--- src/lsb_pkg.sv ---
package lsb_pkg;

    // Bus geometry.
    localparam int ADDR_W = 8;
    localparam int DATA_W = 32;

    // Shift register and latch geometry.
    localparam int SHIFT_W = 25;
    localparam int LATCH_W = 24;
    localparam int SEL_BIT = 24;
    localparam int GROUP_N = 8;
    localparam int CODE_W = 7;
    localparam int CUR_W = 16;

    // Brightness field positions inside the control latch.
    localparam int RED_LSB = 0;
    localparam int GREEN_LSB = 7;
    localparam int BLUE_LSB = 14;

    // Channel field positions inside the on/off latch.
    localparam int RED_CH_LSB = 0;
    localparam int GREEN_CH_LSB = 8;
    localparam int BLUE_CH_LSB = 16;

    // Full-scale code and its divisor.
    localparam logic [6:0] CODE_MAX = 7'h7F;
    localparam logic [6:0] CODE_DIV = 7'h7F;

    // Register byte offsets.
    localparam logic [7:0] REG_CTRL = 8'h00;
    localparam logic [7:0] REG_SHIFT = 8'h04;
    localparam logic [7:0] REG_ONOFF = 8'h08;
    localparam logic [7:0] REG_BRIGHT = 8'h0C;
    localparam logic [7:0] REG_ENABLE = 8'h10;

    // Reset values.
    localparam logic CTRL_RST = 1'h0;
    localparam logic [CUR_W-1:0] CUR_RST = 16'h0000;
    localparam logic [LATCH_W-1:0] EN_RST = 24'h000000;

    // AXI response codes.
    localparam logic [1:0] RESP_OKAY = 2'h0;
    localparam logic [1:0] RESP_SLVERR = 2'h2;

    // Write channel states.
    typedef enum logic [1:0] {
        WR_IDLE = 2'b00,
        WR_RESP = 2'b01
    } lsb_wr_state_t;

endpackage

--- src/lsb_drive_if.sv ---
interface lsb_drive_if;
    import lsb_pkg::*;

    logic [LATCH_W-1:0] onoff;
    logic [CODE_W-1:0] red_code;
    logic [CODE_W-1:0] green_code;
    logic [CODE_W-1:0] blue_code;
    logic blank;
    logic [CUR_W-1:0] full_scale;
    logic [LATCH_W-1:0] enable;
    logic [CUR_W-1:0] red_cur;
    logic [CUR_W-1:0] green_cur;
    logic [CUR_W-1:0] blue_cur;

    // The core drives latch contents and blanking, the stage returns drive values.
    modport core (
        output onoff, red_code, green_code, blue_code, blank, full_scale,
        input enable, red_cur, green_cur, blue_cur
    );
    modport stage (
        input onoff, red_code, green_code, blue_code, blank, full_scale,
        output enable, red_cur, green_cur, blue_cur
    );

endinterface

--- src/lsb_top.sv ---
// Contract
// - Three groups of eight, 128 steps each.
// - Code 7Fh gives full-scale current.
// - Group current spans 0% to 100%.
// - Current equals full scale times code/127.
// - Code change acts on current at once.
// - Shift register and latches start undefined.
// - Blank low: outputs follow on/off bits. Here a set soft blank bit in REG_CTRL still forces them all off.
// - Bit one on, bit zero off.
// - Blank high forces all outputs off.
// - Select zero: strobe loads on/off latch.
// - Select one: strobe loads control latch.
// - Red 6:0, green 13:7, blue 20:14.
// - Shift register 25 bits, top selects.
//
// The placing of the registers and the AXI4-Lite interface to the registers were decided locally.
module lsb_top
    import lsb_pkg::*;
(
    input wire logic aclk, // Clock.
    input wire logic aresetn, // Synchronous reset, active low.
    input wire logic [ADDR_W-1:0] s_axi_awaddr, // Write address.
    input wire logic [2:0] s_axi_awprot, // Write protection, unused.
    input wire logic s_axi_awvalid, // Write address valid.
    output logic s_axi_awready, // Write address ready.
    input wire logic [DATA_W-1:0] s_axi_wdata, // Write data.
    input wire logic [3:0] s_axi_wstrb, // Write byte strobes.
    input wire logic s_axi_wvalid, // Write data valid.
    output logic s_axi_wready, // Write data ready.
    output logic [1:0] s_axi_bresp, // Write response.
    output logic s_axi_bvalid, // Write response valid.
    input wire logic s_axi_bready, // Write response ready.
    input wire logic [ADDR_W-1:0] s_axi_araddr, // Read address.
    input wire logic [2:0] s_axi_arprot, // Read protection, unused.
    input wire logic s_axi_arvalid, // Read address valid.
    output logic s_axi_arready, // Read address ready.
    output logic [DATA_W-1:0] s_axi_rdata, // Read data.
    output logic [1:0] s_axi_rresp, // Read response.
    output logic s_axi_rvalid, // Read data valid.
    input wire logic s_axi_rready, // Read data ready.
    input wire logic serial_clk_in, // Serial shift clock, sampled.
    input wire logic serial_data_in, // Serial data.
    input wire logic latch_strobe, // Latch strobe, rising edge acts.
    input wire logic blank, // Blanking input, high forces off.
    input wire logic [CUR_W-1:0] full_scale_sink_current, // Full-scale current.
    output logic [GROUP_N-1:0] red_sink_channel, // Red channel enables.
    output logic [GROUP_N-1:0] green_sink_channel, // Green channel enables.
    output logic [GROUP_N-1:0] blue_sink_channel, // Blue channel enables.
    output logic [CODE_W-1:0] red_brightness_code, // Red group code.
    output logic [CODE_W-1:0] green_brightness_code, // Green group code.
    output logic [CODE_W-1:0] blue_brightness_code, // Blue group code.
    output logic [CUR_W-1:0] red_group_current, // Red group current.
    output logic [CUR_W-1:0] green_group_current, // Green group current.
    output logic [CUR_W-1:0] blue_group_current // Blue group current.
);

    ////////////////////////////////////////////////////////////////////////
    // Storage.
    logic [SHIFT_W-1:0] shift_q;
    logic [LATCH_W-1:0] onoff_q;
    logic [LATCH_W-1:0] ctrl_latch_q;
    logic soft_blank_q;
    logic sclk_prev_q;
    logic strobe_prev_q;
    logic sclk_rise;
    logic strobe_rise;

    // Write channel.
    lsb_wr_state_t wr_state_q;
    logic aw_held_q;
    logic w_held_q;
    logic [ADDR_W-1:0] awaddr_q;
    logic [DATA_W-1:0] wdata_q;
    logic [3:0] wstrb_q;
    logic wr_fire;
    logic [1:0] bresp_q;

    // Read channel.
    logic [DATA_W-1:0] rdata_q;
    logic [1:0] rresp_q;
    logic rvalid_q;

    lsb_drive_if drv ();

    // Write byte lanes into an existing word.
    function automatic logic [DATA_W-1:0] lsb_merge(input logic [DATA_W-1:0] old,
                                                    input logic [DATA_W-1:0] val,
                                                    input logic [3:0] strb);
        logic [DATA_W-1:0] res;
        res = old;
        for (int i = 0; i < 4; i++)
        begin
            if (strb[i])
                res[i*8 +: 8] = val[i*8 +: 8];
        end
        return res;
    endfunction

    // True for a mapped register offset.
    function automatic logic lsb_mapped(input logic [ADDR_W-1:0] a);
        return (a == REG_CTRL) || (a == REG_SHIFT) || (a == REG_ONOFF) ||
            (a == REG_BRIGHT) || (a == REG_ENABLE);
    endfunction

    ////////////////////////////////////////////////////////////////////////
    // Edge detection on the serial pins.
    always_ff @(posedge aclk)
    begin
        if (!aresetn)
        begin
            sclk_prev_q <= 1'b0;
            strobe_prev_q <= 1'b0;
        end
        else
        begin
            sclk_prev_q <= serial_clk_in;
            strobe_prev_q <= latch_strobe;
        end
    end

    assign sclk_rise = serial_clk_in & ~sclk_prev_q;
    assign strobe_rise = latch_strobe & ~strobe_prev_q;

    ////////////////////////////////////////////////////////////////////////
    // Shift register: serial bits enter at the bottom; a bus write wins.
    // It is left without reset so its content is undefined until written.
    always_ff @(posedge aclk)
    begin
        if (wr_fire && awaddr_q == REG_SHIFT)
            shift_q <= SHIFT_W'(lsb_merge(DATA_W'(shift_q), wdata_q, wstrb_q));
        else if (sclk_rise)
            shift_q <= {shift_q[SHIFT_W-2:0], serial_data_in};
    end

    ////////////////////////////////////////////////////////////////////////
    // Latch transfer: the top bit steers the payload to one latch.
    // Neither latch is reset, so each holds garbage until loaded.
    always_ff @(posedge aclk)
    begin
        if (strobe_rise && !shift_q[SEL_BIT])
            onoff_q <= shift_q[LATCH_W-1:0];
    end

    always_ff @(posedge aclk)
    begin
        if (strobe_rise && shift_q[SEL_BIT])
            ctrl_latch_q <= shift_q[LATCH_W-1:0];
    end

    ////////////////////////////////////////////////////////////////////////
    // Software blank forcing, ORed with the pin.
    always_ff @(posedge aclk)
    begin
        if (!aresetn)
            soft_blank_q <= CTRL_RST;
        else if (wr_fire && awaddr_q == REG_CTRL && wstrb_q[0])
            soft_blank_q <= wdata_q[0];
    end

    ////////////////////////////////////////////////////////////////////////
    // Hand latch contents to the output stage, codes unchanged.
    assign drv.onoff = onoff_q;
    assign drv.red_code = ctrl_latch_q[RED_LSB +: CODE_W];
    assign drv.green_code = ctrl_latch_q[GREEN_LSB +: CODE_W];
    assign drv.blue_code = ctrl_latch_q[BLUE_LSB +: CODE_W];
    assign drv.blank = blank | soft_blank_q;
    assign drv.full_scale = full_scale_sink_current;

    lsb_output_stage u_stage (
        .aclk(aclk),
        .aresetn(aresetn),
        .drv(drv)
    );

    // Group outputs, eight channels each.
    assign red_sink_channel = drv.enable[RED_CH_LSB +: GROUP_N];
    assign green_sink_channel = drv.enable[GREEN_CH_LSB +: GROUP_N];
    assign blue_sink_channel = drv.enable[BLUE_CH_LSB +: GROUP_N];
    assign red_brightness_code = drv.red_code;
    assign green_brightness_code = drv.green_code;
    assign blue_brightness_code = drv.blue_code;
    assign red_group_current = drv.red_cur;
    assign green_group_current = drv.green_cur;
    assign blue_group_current = drv.blue_cur;

    ////////////////////////////////////////////////////////////////////////
    // Write address and data are captured in either order.
    assign s_axi_awready = (wr_state_q == WR_IDLE) && !aw_held_q;
    assign s_axi_wready = (wr_state_q == WR_IDLE) && !w_held_q;
    assign wr_fire = (wr_state_q == WR_IDLE) && aw_held_q && w_held_q;

    always_ff @(posedge aclk)
    begin
        if (!aresetn)
        begin
            aw_held_q <= 1'b0;
            awaddr_q <= '0;
        end
        else if (s_axi_awvalid && s_axi_awready)
        begin
            aw_held_q <= 1'b1;
            awaddr_q <= s_axi_awaddr;
        end
        else if (wr_fire)
            aw_held_q <= 1'b0;
    end

    always_ff @(posedge aclk)
    begin
        if (!aresetn)
        begin
            w_held_q <= 1'b0;
            wdata_q <= '0;
            wstrb_q <= '0;
        end
        else if (s_axi_wvalid && s_axi_wready)
        begin
            w_held_q <= 1'b1;
            wdata_q <= s_axi_wdata;
            wstrb_q <= s_axi_wstrb;
        end
        else if (wr_fire)
            w_held_q <= 1'b0;
    end

    // Response state: one write at a time.
    always_ff @(posedge aclk)
    begin
        if (!aresetn)
        begin
            wr_state_q <= WR_IDLE;
            bresp_q <= RESP_OKAY;
        end
        else
        begin
            case (wr_state_q)
                WR_IDLE:
                begin
                    if (wr_fire)
                    begin
                        wr_state_q <= WR_RESP;
                        bresp_q <= lsb_mapped(awaddr_q) ? RESP_OKAY : RESP_SLVERR;
                    end
                end
                WR_RESP:
                begin
                    if (s_axi_bready)
                        wr_state_q <= WR_IDLE;
                end
                default: wr_state_q <= WR_IDLE;
            endcase
        end
    end

    assign s_axi_bvalid = (wr_state_q == WR_RESP);
    assign s_axi_bresp = bresp_q;

    ////////////////////////////////////////////////////////////////////////
    // Read channel: data registered one cycle after the address.
    assign s_axi_arready = !rvalid_q;

    always_ff @(posedge aclk)
    begin
        if (!aresetn)
        begin
            rvalid_q <= 1'b0;
            rdata_q <= '0;
            rresp_q <= RESP_OKAY;
        end
        else if (s_axi_arvalid && s_axi_arready)
        begin
            rvalid_q <= 1'b1;
            rresp_q <= RESP_OKAY;
            case (s_axi_araddr)
                REG_CTRL: rdata_q <= DATA_W'(soft_blank_q);
                REG_SHIFT: rdata_q <= DATA_W'(shift_q);
                REG_ONOFF: rdata_q <= DATA_W'(onoff_q);
                REG_BRIGHT: rdata_q <= DATA_W'(ctrl_latch_q);
                REG_ENABLE: rdata_q <= DATA_W'(drv.enable);
                default:
                begin
                    rdata_q <= '0;
                    rresp_q <= RESP_SLVERR;
                end
            endcase
        end
        else if (s_axi_rready)
            rvalid_q <= 1'b0;
    end

    assign s_axi_rvalid = rvalid_q;
    assign s_axi_rdata = rdata_q;
    assign s_axi_rresp = rresp_q;

endmodule

--- src/lsb_output_stage.sv ---
module lsb_output_stage
    import lsb_pkg::*;
(
    input wire logic aclk, // Clock.
    input wire logic aresetn, // Synchronous reset, active low.
    lsb_drive_if.stage drv // Latch contents in, drive values out.
);

    // Scales a full-scale current by code over 127.
    function automatic logic [CUR_W-1:0] lsb_scale(input logic [CUR_W-1:0] fs,
                                                   input logic [CODE_W-1:0] code);
        logic [22:0] prod;
        prod = 23'(fs) * 23'(code);
        return CUR_W'(prod / 23'(CODE_DIV));
    endfunction

    ////////////////////////////////////////////////////////////////////////
    // Each channel is on only when its bit is set and blanking is low.
    always_ff @(posedge aclk)
    begin
        if (!aresetn)
            drv.enable <= EN_RST;
        else
            drv.enable <= drv.onoff & {LATCH_W{~drv.blank}};
    end

    ////////////////////////////////////////////////////////////////////////
    // Each group current follows its own code with no further event.
    always_ff @(posedge aclk)
    begin
        if (!aresetn)
        begin
            drv.red_cur <= CUR_RST;
            drv.green_cur <= CUR_RST;
            drv.blue_cur <= CUR_RST;
        end
        else
        begin
            drv.red_cur <= lsb_scale(drv.full_scale, drv.red_code);
            drv.green_cur <= lsb_scale(drv.full_scale, drv.green_code);
            drv.blue_cur <= lsb_scale(drv.full_scale, drv.blue_code);
        end
    end

endmodule

--- config.mk ---
export PLATFORM = sky130hd
export DESIGN_NAME = lsb_top
export DESIGN_NICKNAME = d
export VERILOG_FILES = /design/src/lsb_pkg.sv /design/src/lsb_drive_if.sv /design/src/lsb_top.sv /design/src/lsb_output_stage.sv
export SDC_FILE = /design/constraint.sdc
export NUM_CORES = 1
export LEC_CHECK = 0
export BUFFER_PORTS_ARGS = -buffer_cell sky130_fd_sc_hd__buf_2
export CORE_MARGIN = 1
export CORE_UTILIZATION = 63
export DETAILED_ROUTE_END_ITERATION = 8
export PLACE_DENSITY = 0.95
export REMOVE_ABC_BUFFERS = 1
export SKIP_CTS_REPAIR_TIMING = 1
export SLEW_MARGIN = 20
export SYNTH_ARGS = -nofsm -noshare
export SYNTH_HDL_FRONTEND = slang
export SYNTH_SLANG_ARGS = --single-unit
--- constraint.sdc ---
create_clock -name aclk -period 20.3 [get_ports aclk]
set_clock_uncertainty 0.05 [all_clocks]
set_input_delay 1.015 -clock aclk [delete_from_list [all_inputs] [get_ports aclk]]
set_output_delay 1.015 -clock aclk [all_outputs]
set_load 0.01 [all_outputs]
## Word level (Yosys, flattened, before mapping)

Index checks and enable logic that the tools add are counted.

| storage, ports and cells | value |
|---|---|
| output and inout port bits | 134 |
| bits of input ports | 85 |
| bits in registers | 226 |
| word-level logic and storage cells | 102 |

| operators by class | value |
|---|---|
| mux-type cells | 17 |
| reduce and logical (&&, ||, !) cells | 34 |
| multiply operators | 3 |
| eq/ne operators | 15 |
| bitwise gates (word level) | 7 |
| div/mod/pow operators | 3 |

Operators by type and width:

| operator | number |
|---|---|
| $pmux 25 s5 | 1 |
| $div 23x7->23 const B | 3 |
| $mul 16x7->23 | 3 |
| $mux 25 | 2 |
| $eq 8x4->1 const B | 4 |
| $and 24x24->24 | 1 |
| $mux 8 | 3 |
| $eq 8x3->1 const B | 2 |
| $eq 8x5->1 const B | 2 |
| $logic_not 8->1 | 2 |
| $logic_and 1x1->1 | 12 |
| $reduce_and 2->1 | 6 |
| $ne 2x2->1 const B | 5 |
| $mux 2 | 4 |
| $reduce_bool 2->1 | 4 |
| $mux 1 | 6 |
| $reduce_or 5->1 | 1 |
| $logic_not 1->1 | 4 |
| $logic_or 1x1->1 | 4 |
| $pmux 2 s2 | 1 |
| $not 1->1 | 3 |
| $and 1x1->1 | 2 |
| $eq 2x1->1 const B | 1 |
| $logic_not 2->1 | 1 |
| other kinds (2) | 2 |

## Depth between registers and ports, before layout

| depth | value |
|---|---|
| depth in word-level cells | 6 |
| gate-level depth with buffers | 60 |
| depth with buffers taken out | 52 |

## Modules after synthesis

A second synthesis with hierarchy kept.

| second synthesis, totals | value |
|---|---|
| cell total of the unflattened synthesis | 3,740 |
| area, all modules | 30,404.2 sq um |

By module, submodules not included:

| module | instances | seq. area each (sq um) | cells an instance | area each (sq um) |
|---|---|---|---|---|
| lsb_output_stage | 1 | 1,441.4 | 3,212 | 24,234.5 |
| lsb_top | 1 | 3,613.5 | 528 | 6,169.7 |

## Worst setup path after synthesis

No wires, ideal clock.

| timing | value |
|---|---|
| path type | input -> register |
| from | input port full_scale_sink_current[0] |
| to | register u_stage.drv.green_cur[0] |
| path slack | 5.570 ns |
| data required time | 20.193 ns |
| setup time | 0.057 ns |
| buffers on the path | 4 |
| cell stages on the path | 54 |
| data arrival time | 14.623 ns |
| cells stage by stage | clkbuf_1 -> clkbuf_1 -> nand2_1 -> fa_1 -> fa_1 -> inv_1 -> fa_1 -> inv_1 -> fa_1 -> inv_1 -> ha_1 -> o21a_1 -> o21a_1 -> o311ai_1 -> and3_1 -> buf_2 -> xnor2_1 -> nand4_1 -> (+18 left out) -> o22a_1 -> o2111a_1 -> a311oi_2 -> o21ai_1 -> o311ai_2 -> o211ai_1 -> a311oi_2 -> xnor2_1 -> nor4_2 -> o21a_1 -> o21bai_1 -> inv_1 -> ha_1 -> nand4b_1 -> or4_1 -> a211oi_1 -> o221a_1 -> or3_1 |

| between the ends | value |
|---|---|
| longest elaborated chain between the ends | 2 |

RTL lines:

| what | line | RTL |
|---|---|---|
| start: declaration | lsb_top.sv:45 | `input wire logic [CUR_W-1:0] full_scale_sink_current,` |
| $mul 16x7->23 | lsb_output_stage.sv:13 | `prod = 23'(fs) * 23'(code);` |
| $div 23x7->23 | lsb_output_stage.sv:14 | `return CUR_W'(prod / 23'(CODE_DIV));` |
| end signal: assignment | lsb_output_stage.sv:40 | `drv.green_cur <= lsb_scale(drv.full_scale, drv.green_code);` |
| end: declaration | lsb_drive_if.sv:22 | `output enable, red_cur, green_cur, blue_cur` |

Every way passes these cells.
A chain may end at the register's enable or synchronous reset.

## Worst setup path after layout

| timing | value |
|---|---|
| from | register ctrl_latch_q[10] |
| to | register u_stage.drv.green_cur[0] |

| between the ends | value |
|---|---|
| longest elaborated chain between the ends | 2 |

RTL lines:

| what | line | RTL |
|---|---|---|
| start: declaration | lsb_top.sv:61 | `logic [LATCH_W-1:0] ctrl_latch_q;` |
| start signal: assignment | lsb_top.sv:147 | `ctrl_latch_q <= shift_q[LATCH_W-1:0];` |
| $mul 16x7->23 | lsb_output_stage.sv:13 |  |
| $div 23x7->23 | lsb_output_stage.sv:14 |  |

Every way passes these cells.

==> results.sh <==
export IMPL_die_y_um=220
export IMPL_yosysTopAreaCell="fa_1"
export IMPL_postSynthCellCount=3760
export IMPL_drt_pass1_iter_count=9
export IMPL_hold_start="s_axi_rdata[24]"
export IMPL_r2r_start="ctrl_latch_q[10]"
export IMPL_ys_ff_latch=216
export IMPL_setup_tns_ns=0
export IMPL_drive_above_1_share_pct=11.1
export IMPL_die_area_sq_um=48400
export IMPL_die_x_um=220
export IMPL_synth_top_area_share_pct=13.8
export IMPL_grt_pass1_wl_mm=138
export IMPL_finalHoldWorstSlack_ns=0.402
export IMPL_synth_top_flop_cell="dfxtp_1"
export IMPL_hold_viol_final=0
export IMPL_report_final_slew_viol_count=0
export IMPL_cpMostUsedCell="inv_1"
export IMPL_grt_overflow_total=0
export IMPL_fin_area_sq_um=31700
export IMPL_crit_arrival_ns=17.63
export IMPL_violations="design-rule violations"
export IMPL_cts_buffers=25
export IMPL_max_cap_viol_count=0
export IMPL_pin_count=219
export IMPL_max_stage_delay_ns=0.69
export IMPL_synth_async_sr_flop_share_pct=0
export IMPL_grt_start_max_net_pins=80
export IMPL_synth_area_per_cell_sq_um=7.96
export IMPL_cp_end_kind="flop"
export IMPL_hold_path_class="reg2reg"
export IMPL_cpLargestDelayFamily="compound AO/OA/AOI/OAI gates"
export IMPL_clockBufferDepth=3
export IMPL_synthTopCellsByArea="fa_1, dfxtp_1, edfxtp_1"
export IMPL_cts_sinks=216
export IMPL_status="complete, but fails checks"
export IMPL_relSlewSlack_pct=25.7
export IMPL_antenna_found_initial=3
export IMPL_drc=8
export IMPL_routed_wl_mm=84.0
export IMPL_slowest_stage="edfxtp_1"
export IMPL_io_buffer_count=196
export IMPL_start_util_pct=64.1
export IMPL_std_cell_rows=79
export IMPL_clock_root_buffer="clkbuf_16"
export IMPL_max_freq_mhz=58.3
export IMPL_critPathKind="reg2reg"
export IMPL_core_area_sq_um=46700
export IMPL_gp_congestion=0.982
export IMPL_yosysWarnings=0
export IMPL_startpoint="ctrl_latch_q[10]"
export IMPL_setup_violations=0
export IMPL_crit_buf_inv=5
export IMPL_nFillCells=3593
export IMPL_viasPerCell=6.65
export IMPL_clkTransAtPathRegs_ns=0.06
export IMPL_critPathLaunchType="flop"
export IMPL_min_period_ns=17.16
export IMPL_grtUsageTotal_pct=34.3
export IMPL_vias=29572
export IMPL_ys_top_cells_by_count="nand2_1, and2_1, nor2_1, a21oi_1, inv_1"
export IMPL_cts_tree="built"
export IMPL_cp_max_fo=18
export IMPL_critPathRequiredTime_ns=20.77
export IMPL_place_area_sq_um=30900
export IMPL_grt_pass1_vias=28369
export IMPL_drtAntennaViolNets=0
export IMPL_drt_iter0_markers=3231
export IMPL_clk_latency_ns=0.59
export IMPL_avgRoutedWirePerCell_um=18.9
export IMPL_netlist_area_sq_um=29900
export IMPL_area_growth_pct=5.95
export IMPL_dp_hpwl_mm=62.8
export IMPL_htree_levels=1
export IMPL_timing_final_crit_share_pct=84.5
export IMPL_ys_types=138
export IMPL_yosys_cell_count_top_type="nand2_1"
export IMPL_worstMarginPinSlew_ns=1.11
export IMPL_synth_edf_count=73
export IMPL_final_nets=4232
export IMPL_rsz0062_at_grt="false"
export IMPL_seq_area_frac_synth_pct=16.9
## final timing paths
check,to,slack [ns],cells after the start
hold reg to reg,s_axi_rdata[24],0.40,2
setup / recovery,u_stage.drv.green_cur[0],3.14,52
hold / removal,s_axi_rdata[24],0.40,2
setup reg to reg,u_stage.drv.green_cur[0],3.14,52
## layout make-up
type / instances / area [sq um] / area share (%)
timing repair buffer: 203 / 1030 / 3.26
inverter: 217 / 817 / 2.58
sequential: 216 / 5050 / 15.9
tap: 607 / 759 / 2.40
multi-input combinational: 3151 / 23200 / 73.2
clock buffer: 32 / 676 / 2.13
antenna: 5 / 12.5 / 0.0395
clock inverter: 13 / 131 / 0.414
## state kept, by name, indices dropped and copies added (netlist names), 16 cells and up
register	count
shift_q	25
s_axi_rdata	25
drv.onoff	24
ctrl_latch_q	24
u_stage.drv.blue_cur	16
u_stage.drv.enable	24
u_stage.drv.green_cur	16
wdata_q	25
u_stage.drv.red_cur	16
## per-layer routing
metal  vias up  global-route usage (%)  routed length [um]
met2      1577                    57.0               39300
li1      13661                       -                   -
met4         0                    17.3                4270
met1     14001                    43.3               33300
met3       333                    5.02                7150
met5         -                       0                   0
## kinds of logic after synthesis
family	count (synthesis)	share of synthesized area (%)
other cells	1	0.0125
simple gates	1575	27.0
flops	216	16.9
mux	58	2.04
compound gates	1039	25.1
buf+inv	401	5.68
fa+ha+maj	340	19.3
xor+xnor	130	3.96
## cells in the final DEF, fill, tap and decap left out, drive strengths merged, types with 36 or more instances in the layout
master,instances
a211oi,56
a21o,50
a21oi,262
a31oi,40
and2,309
and3,47
buf,203
dfxtp,143
edfxtp,73
fa,207
ha,126
inv,221
mux2i,39
nand2,479
nand3,105
nand4,41
nor2,273
nor3,75
nor4,44
o211ai,61
o21a,37
o21ai,172
or2,45
or3,36
xnor2,84
xor2,45
## per-stage QoR
stage	std cells	utilization (%)	setup slack, ns
final	4444	68.0	3.14
after global routing	4442	67.9	2.04
after CTS	4439	67.9	3.56
after detailed placement	4394	66.2	3.03
after global placement	4394	66.2	3.42
after floorplan	3584	-	5.64
## tightest hold or removal path: cells and delay by family (launching register included)
family	cells	cell delay, ns
simple gates	1	0.05
compound gates	1	0.05
flops	1	0.31
Power is left out: the tool's default activity adds up to more than one toggle a clock period on the data nets, which glitch-free logic cannot reach.
